File: config.mk
export PLATFORM = sky130hd
export DESIGN_NAME = cascaded_ppg_warmup_timer
export DESIGN_NICKNAME = d
export VERILOG_FILES = /design/src/verilog/ppg_pkg.sv /design/src/verilog/count_sync.sv /design/src/verilog/cascaded_ppg_warmup_timer.sv
export SDC_FILE = /design/constraint.sdc
export NUM_CORES = 1
export LEC_CHECK = 0
export ABC_CLOCK_PERIOD_IN_PS = 7270
export BUFFER_PORTS_ARGS = -buffer_cell sky130_fd_sc_hd__clkbuf_2
export CAP_MARGIN = 20
export CORE_MARGIN = 10
export CORE_UTILIZATION = 54
export DETAILED_ROUTE_END_ITERATION = 16
export PLACE_DENSITY = 0.78
export SYNTH_ARGS = -nofsm -noshare
export SYNTH_HDL_FRONTEND = slang
export SYNTH_SLANG_ARGS = --single-unit
File: constraint.sdc
create_clock -name sys_clk -period 7.27 [get_ports sys_clk]
set_clock_uncertainty 0.05 [all_clocks]
set_input_delay 0 -clock sys_clk [delete_from_list [all_inputs] [get_ports sys_clk]]
set_output_delay 0 -clock sys_clk [all_outputs]
set_load 0.05 [all_outputs]
File: src/verilog/ppg_pkg.sv
// Constants for the cascaded pulse generator and warm-up timer
package ppg_pkg;

    localparam int          REG_AW          = 5;
    localparam logic [4:0]  OFF_LOW_CTL     = 5'h00;
    localparam logic [4:0]  OFF_UP_CTL      = 5'h04;
    localparam logic [4:0]  OFF_PER_LO      = 5'h08;
    localparam logic [4:0]  OFF_PER_HI      = 5'h0C;
    localparam logic [4:0]  OFF_WID_LO      = 5'h10;
    localparam logic [4:0]  OFF_WID_HI      = 5'h14;
    localparam logic [4:0]  OFF_STATUS      = 5'h18;
    localparam logic [4:0]  OFF_COUNT       = 5'h1C;

    // Upper control fields
    localparam int          UP_START_BIT    = 7;
    localparam int          UP_RUN_BIT      = 3;
    localparam int          UP_MODE_LSB     = 0;
    localparam logic [2:0]  MODE_PULSE      = 3'h7;
    localparam logic [2:0]  MODE_WARMUP     = 3'h5;

    // Lower control source select field
    localparam int          LOW_SRC_LSB     = 4;
    localparam logic [2:0]  SRC_DIV2K11     = 3'h0;
    localparam logic [2:0]  SRC_DIV2K7      = 3'h1;
    localparam logic [2:0]  SRC_DIV2K5      = 3'h2;
    localparam logic [2:0]  SRC_DIV2K3      = 3'h3;
    localparam logic [2:0]  SRC_SLOW        = 3'h4;
    localparam logic [2:0]  SRC_DIV2        = 3'h5;
    localparam logic [2:0]  SRC_DIRECT      = 3'h6;
    localparam logic [2:0]  SRC_EXTERNAL    = 3'h7;
    localparam int          PRE_W           = 11;

    // Status fields
    localparam int          ST_FLOP_BIT     = 0;
    localparam int          ST_RUN_BIT      = 1;

    // Values after reset
    localparam logic [7:0]  RST_CTL         = 8'h00;
    localparam logic [7:0]  RST_CMP         = 8'hFF;
    localparam logic [15:0] RST_COUNT       = 16'h0000;
    localparam logic [PRE_W-1:0] RST_PRE    = 11'h000;

    // Warm-up span on a 32768 Hz slow source
    localparam int          SLOW_HZ         = 32768;
    localparam int          WARM_MIN_SET    = 16'h0100;
    localparam int          WARM_MIN_US     = 7810;
    localparam int          WARM_MAX_SET    = 16'hFF00;
    localparam int          WARM_MAX_MS     = 1990;

endpackage

File: src/verilog/count_sync.sv
// Two-flop synchroniser with falling edge pulse for the count pin
`timescale 1ns/100ps
module count_sync (
    input  wire logic sys_clk,
    input  wire logic rst,
    input  wire logic pin_in,
    output logic      level,
    output logic      fall
);
    typedef struct packed {
        logic s1;
        logic s2;
        logic s3;
    } sync_t;

    sync_t st_r;
    sync_t st_nxt;

    always_comb begin
        st_nxt    = st_r;
        st_nxt.s1 = pin_in;
        st_nxt.s2 = st_r.s1;
        st_nxt.s3 = st_r.s2;
    end

    always_ff @(posedge sys_clk or posedge rst) begin
        if (rst) begin
            st_r <= '{s1: 1'b1, s2: 1'b1, s3: 1'b1};
        end else begin
            st_r <= st_nxt;
        end
    end

    assign level = st_r.s2;
    assign fall  = st_r.s3 & ~st_r.s2;
endmodule // count_sync

File: src/verilog/cascaded_ppg_warmup_timer.sv
// Cascaded 16-bit pulse generator and warm-up counter with Wishbone registers
`timescale 1ns/100ps
module cascaded_ppg_warmup_timer (
    input  wire logic        sys_clk,
    input  wire logic        rst,
    input  wire logic        wb_cyc_i,
    input  wire logic        wb_stb_i,
    input  wire logic        wb_we_i,
    input  wire logic [31:0] wb_adr_i,
    input  wire logic [3:0]  wb_sel_i,
    input  wire logic [31:0] wb_dat_i,
    output logic      [31:0] wb_dat_o,
    output logic             wb_ack_o,
    input  wire logic        slow_tick,
    input  wire logic        count_pin,
    output logic             pulse_out_pin,
    output logic             cascade_match_irq
);

    typedef struct packed {
        logic        ack;
        logic [31:0] rdata;
        logic [7:0]  lower_timer_control;
        logic [7:0]  upper_timer_control;
        logic [7:0]  period_low_byte;
        logic [7:0]  period_high_byte;
        logic [7:0]  width_low_byte;
        logic [7:0]  width_high_byte;
        logic [15:0] count;
        logic        output_flop;
        logic        irq;
        logic [ppg_pkg::PRE_W-1:0] pre;
    } timer_t;

    timer_t st_r;
    timer_t st_nxt;

    logic ext_fall;

    count_sync u_count_sync (
        .sys_clk (sys_clk),
        .rst     (rst),
        .pin_in  (count_pin),
        .level   (),
        .fall    (ext_fall)
    );

    logic                      req;
    logic                      wr_take;
    logic [ppg_pkg::REG_AW-1:0] adr;
    logic [2:0]                src;
    logic [2:0]                mode;
    logic                      run;
    logic                      tick;
    logic [15:0]               period;
    logic [15:0]               width;
    logic [15:0]               cnt_inc;
    logic                      pulse_mode;
    logic                      warm_mode;
    logic                      per_hit;
    logic                      wid_hit;
    logic                      warm_hit;
    logic                      ctl_write;
    logic [7:0]                wbyte;
    logic [31:0]               rd_val;

    assign req   = wb_cyc_i & wb_stb_i;
    assign adr   = wb_adr_i[ppg_pkg::REG_AW-1:0];
    assign wbyte = wb_dat_i[7:0];
    assign wr_take = req & wb_we_i & st_r.ack & wb_sel_i[0];

    assign src  = st_r.lower_timer_control[ppg_pkg::LOW_SRC_LSB +: 3];
    assign mode = st_r.upper_timer_control[ppg_pkg::UP_MODE_LSB +: 3];
    assign run  = st_r.upper_timer_control[ppg_pkg::UP_RUN_BIT];

    assign pulse_mode = (mode == ppg_pkg::MODE_PULSE);
    assign warm_mode  = (mode == ppg_pkg::MODE_WARMUP);

    // Compare values are read live, with no shadow stage
    assign period = {st_r.period_high_byte, st_r.period_low_byte};
    assign width  = {st_r.width_high_byte, st_r.width_low_byte};

    assign cnt_inc = st_r.count + 16'h0001;

    assign per_hit  = (cnt_inc == period);
    assign wid_hit  = (cnt_inc == width);
    assign warm_hit = (cnt_inc[15:8] == st_r.period_high_byte);

    assign ctl_write = wr_take && (adr == ppg_pkg::OFF_UP_CTL);

    // Source tick selection
    always_comb begin
        tick = 1'b0;
        case (src)
            ppg_pkg::SRC_DIV2K11: begin
                tick = &st_r.pre[10:0];
            end
            ppg_pkg::SRC_DIV2K7: begin
                tick = &st_r.pre[6:0];
            end
            ppg_pkg::SRC_DIV2K5: begin
                tick = &st_r.pre[4:0];
            end
            ppg_pkg::SRC_DIV2K3: begin
                tick = &st_r.pre[2:0];
            end
            ppg_pkg::SRC_SLOW: begin
                tick = slow_tick;
            end
            ppg_pkg::SRC_DIV2: begin
                tick = st_r.pre[0];
            end
            ppg_pkg::SRC_DIRECT: begin
                tick = 1'b1;
            end
            ppg_pkg::SRC_EXTERNAL: begin
                tick = ext_fall;
            end
            default: begin
                tick = 1'b0;
            end
        endcase
    end

    // Read mux
    always_comb begin
        rd_val = 32'h0000_0000;
        case (adr)
            ppg_pkg::OFF_LOW_CTL: begin
                rd_val[7:0] = st_r.lower_timer_control;
            end
            ppg_pkg::OFF_UP_CTL: begin
                rd_val[7:0] = st_r.upper_timer_control;
            end
            ppg_pkg::OFF_PER_LO: begin
                rd_val[7:0] = st_r.period_low_byte;
            end
            ppg_pkg::OFF_PER_HI: begin
                rd_val[7:0] = st_r.period_high_byte;
            end
            ppg_pkg::OFF_WID_LO: begin
                rd_val[7:0] = st_r.width_low_byte;
            end
            ppg_pkg::OFF_WID_HI: begin
                rd_val[7:0] = st_r.width_high_byte;
            end
            ppg_pkg::OFF_STATUS: begin
                rd_val[ppg_pkg::ST_FLOP_BIT] = st_r.output_flop;
                rd_val[ppg_pkg::ST_RUN_BIT]  = run;
            end
            ppg_pkg::OFF_COUNT: begin
                rd_val[15:0] = st_r.count;
            end
            default: begin
                rd_val = 32'h0000_0000;
            end
        endcase
    end

    // Next state
    always_comb begin
        st_nxt     = st_r;
        st_nxt.irq = 1'b0;
        st_nxt.pre = st_r.pre + 11'h001;

        // Bus slave: ack one cycle after request, drop after
        st_nxt.ack = req & ~st_r.ack;
        if (req && !st_r.ack) begin
            st_nxt.rdata = rd_val;
        end

        if (wr_take) begin
            case (adr)
                ppg_pkg::OFF_LOW_CTL: begin
                    st_nxt.lower_timer_control = wbyte;
                end
                ppg_pkg::OFF_UP_CTL: begin
                    st_nxt.upper_timer_control = wbyte;
                end
                ppg_pkg::OFF_PER_LO: begin
                    st_nxt.period_low_byte = wbyte;
                end
                ppg_pkg::OFF_PER_HI: begin
                    st_nxt.period_high_byte = wbyte;
                end
                ppg_pkg::OFF_WID_LO: begin
                    st_nxt.width_low_byte = wbyte;
                end
                ppg_pkg::OFF_WID_HI: begin
                    st_nxt.width_high_byte = wbyte;
                end
                default: begin
                    st_nxt.rdata = st_r.rdata;
                end
            endcase
        end

        if (run) begin
            if (tick && pulse_mode) begin
                if (per_hit) begin
                    st_nxt.count       = ppg_pkg::RST_COUNT;
                    st_nxt.output_flop = ~st_r.output_flop;
                    st_nxt.irq         = 1'b1;
                end else if (wid_hit) begin
                    st_nxt.count       = cnt_inc;
                    st_nxt.output_flop = ~st_r.output_flop;
                end else begin
                    st_nxt.count = cnt_inc;
                end
            end else if (tick && warm_mode) begin
                if (warm_hit) begin
                    st_nxt.count = ppg_pkg::RST_COUNT;
                    st_nxt.irq   = 1'b1;
                end else begin
                    st_nxt.count = cnt_inc;
                end
            end
        end else begin
            // Stopped: flop holds unless a control write loads it
            if (ctl_write) begin
                st_nxt.output_flop = wbyte[ppg_pkg::UP_START_BIT];
            end
            if (ctl_write && wbyte[ppg_pkg::UP_RUN_BIT]) begin
                st_nxt.count = ppg_pkg::RST_COUNT;
            end
        end
    end

    always_ff @(posedge sys_clk or posedge rst) begin
        if (rst) begin
            st_r.ack                 <= 1'b0;
            st_r.rdata               <= 32'h0000_0000;
            st_r.lower_timer_control <= ppg_pkg::RST_CTL;
            st_r.upper_timer_control <= ppg_pkg::RST_CTL;
            st_r.period_low_byte     <= ppg_pkg::RST_CMP;
            st_r.period_high_byte    <= ppg_pkg::RST_CMP;
            st_r.width_low_byte      <= ppg_pkg::RST_CMP;
            st_r.width_high_byte     <= ppg_pkg::RST_CMP;
            st_r.count               <= ppg_pkg::RST_COUNT;
            st_r.output_flop         <= 1'b0;
            st_r.irq                 <= 1'b0;
            st_r.pre                 <= ppg_pkg::RST_PRE;
        end else begin
            st_r <= st_nxt;
        end
    end

    assign wb_ack_o          = st_r.ack;
    assign wb_dat_o          = st_r.rdata;
    assign pulse_out_pin     = ~st_r.output_flop;
    assign cascade_match_irq = st_r.irq;

endmodule // cascaded_ppg_warmup_timer

==> results.md <==
* Status: complete, no violations
* CTS HTree Levels at 3
* Worst R2R Path Depth at 10
* GRT Overall Usage at 0.187
* CP endpoint kind: flip-flop
* Worst-path clk slew at 0.10 ns
* Critical path launch point type: flip-flop
* Slew Limit Headroom at 0.364
* Antenna-violating nets left at 0
* Post-cts sizing count at 0
* Dpl ws at 3.54 ns
* PortBufs at 39
* Drt pass-1 iters at 5
* WL final at 13.8 mm
* Finish-stage setup viols at 0
* Synthesis-to-finish area growth at 6.28%
* Most frequent cells in the layout: dfrtp_1 (62), mux2_2 (57), nand2_1 (53)
* Fin cells at 702
* Io pins at 110
* Total clock sinks at 97
* DRC violations left at 0
* Die W at 123 um
* Initial antenna violation count at 0
* Die height at 123 um
* First-pass GRT wire length at 22.7 mm
* Worst slew pin tran at 0.951 ns
* Row count at 37
* Cell at the root of the clock tree: clkbuf_8
* N_diodes at 0
* Fmax at 266 MHz
* Synth Flop Type: dfrtp_1
* Core area at 10,300 um^2
* Crit path kind: flip-flop to flip-flop
* Worst Hold Class: input port to async pin
* Netlist Area Pre-Place at 5680 um^2
* TritonCTS buffer count at 9
* CTS tree: done
* Commonest non-fill, non-tap cell in the layout: dfrtp_1
* Mean post-synth cell area at 10.5 um^2
* CTS max path bufs at 2
* CP arrival at 3.95 ns
* Cell Pwr Density at 166 nW/um^2
* Setup TNS at 0 ns
* Grt ovf at 0
* Die area at 15,000 um^2
* Register bit total from synthesis at 97
* Leak pwr at 2.74 nW
* Post-synth cell types at 64
* Worst-path maximum fanout at 21
* Post-synthesis instance total at 542
* Synth area leaders: dfrtp_1 (27%), dfstp_2 (16%), mux2_2 (11%), buf_4 (4.9%), nand2_1 (3.5%)
* Largest area contributor in the netlist: dfrtp_1
* Max-slew violations at 0
* Sequential fraction of the synthesis area at 0.435
* Max cap viols at 0
* Maximum number of pins on one net before global-route repair at 71
* DPL Wire Length at 10.3 mm
* RSZ-0062 raised after global routing: no
* Final net count at 640
* Post-CTS setup buffer count at 0
* Routed WL per cell at 19.7 um
* Final Cycle Share at 0.516
* DR iter-0 viols at 548
* Total number of vias at 4,320
* Initial Utilization at 0.553
* Final Hold Viols at 0
* Peak supply drop at 0.000119 V
* Clock latency at the later pin of the worst-skew pair at 0.36 ns
* Post-synth EDFFs at 0
* Vias in the first global route at 4,366
* Setup ws final at 3.52 ns
* Post-layout util at 0.587
* Number of synthesis warnings at 0
* Asr flop ratio synth at 1.00
* Vias/cell at 6.15
* Post-Place Cells at 676
* GPL Wtd Cong at 0.925
* Post-layout min period at 3.75 ns
* Synth top area share at 0.273
* Worst path required time at 7.47 ns
* Layout cells sized above 1 at 0.295
* Post-CTS Hold Fix Bufs at 10
## layout make-up
class	count	area, um^2
repair buffers	53	325
flip-flops and latches	97	2470
fillers	843	4240
clock inverters	6	73.8
well taps	136	170
inverters	10	40.0
multi-input cells	390	2830
clock buffers	10	128
## worst max-delay path, cell delays in order (launching register included)
cell and delay [ns]:
dfrtp_1 0.59, ha_1 0.34, nand3_2 0.26, nor4_2 0.58, mux2i_1 0.15, a311oi_1 0.25
nand4_1 0.23, a211oi_4 0.41, nor2_2 0.27, and3_1 0.25, a221o_1 0.26
## path summary, 6_finish.rpt
path	startpoint	endpoint	slack [ns]
min in group sys_clk	wb_adr_i[0]	wb_dat_o[7]	0.09
hold / removal	rst	st_r[23]	0.09
setup / recovery	st_r[13]	st_r[28]	3.52
hold reg to reg	u_count_sync.st_nxt[1]	u_count_sync.level	0.31
max in group asynchronous	rst	st_r[12]	5.91
setup reg to reg	st_r[13]	st_r[28]	3.52
## sequential cells by signal, summed over array words and instances (netlist names)
register,cells
cascade_match_irq,1
mode,3
period,16
run,1
src,3
st_r,53
u_count_sync.level,1
u_count_sync.st_nxt,1
u_count_sync.st_r,1
wb_ack_o,1
wb_dat_o,16
## cells in the mapped netlist (11+ instances only)
library cell and count:
buf_4 37, dfstp_2 35, nand2_1 53, dfrtp_1 62, a21oi_1 21, mux2_2 57
xor2_1 20, xnor2_1 19, mux2i_1 11, o21ai_0 16, a22oi_1 14, nand3_1 25
nor2_1 19, clkbuf_1 13
## power by group
| part | internal [mW] | switching, mW | leakage (nW) | total (mW) |
|---|---|---|---|---|
| Clock | 0.164 | 0.201 | 0.0954 | 0.366 |
| Sequential | 0.549 | 0.00612 | 1.20 | 0.555 |
| Combinational | 0.0197 | 0.0603 | 1.44 | 0.0801 |
| Total | 0.733 | 0.268 | 2.74 | 1.00 |
## metrics by stage
| stage | hold slack (ns) | power, mW | cell area (um^2) |
|---|---|---|---|
| 3_3_place_gp | -0.0626 | 0.638 | 5730 |
| 4_1_cts | 0.0898 | 1.01 | 6040 |
| 2_1_floorplan | -0.0455 | 0.627 | 5740 |
| 3_5_place_dp | -0.0562 | 0.640 | 5730 |
| 5_1_grt | 0.144 | 1.04 | 6040 |
| 6_report | 0.0889 | 1.00 | 6040 |
## layer usage
metal  vias up  share of wire  global-route usage
met2       214           0.48               0.311
li1       1958              -                   -
met1      2115           0.41               0.239
met3        33          0.094              0.0436
met4         0          0.021              0.0501
met5         -              0                   0
## cells by family (layout without fill, tap and decap cells)
group	after synthesis	after routing	share of synthesized area
simple gates	161	161	0.158
compound gates	102	102	0.128
flops	97	97	0.435
buf+inv	70	79	0.0769
mux	68	68	0.132
xor+xnor	39	39	0.0601
fa+ha+maj	4	4	0.00881
other cells	1	16	0.000660
Power figures use the tool's default switching activity.
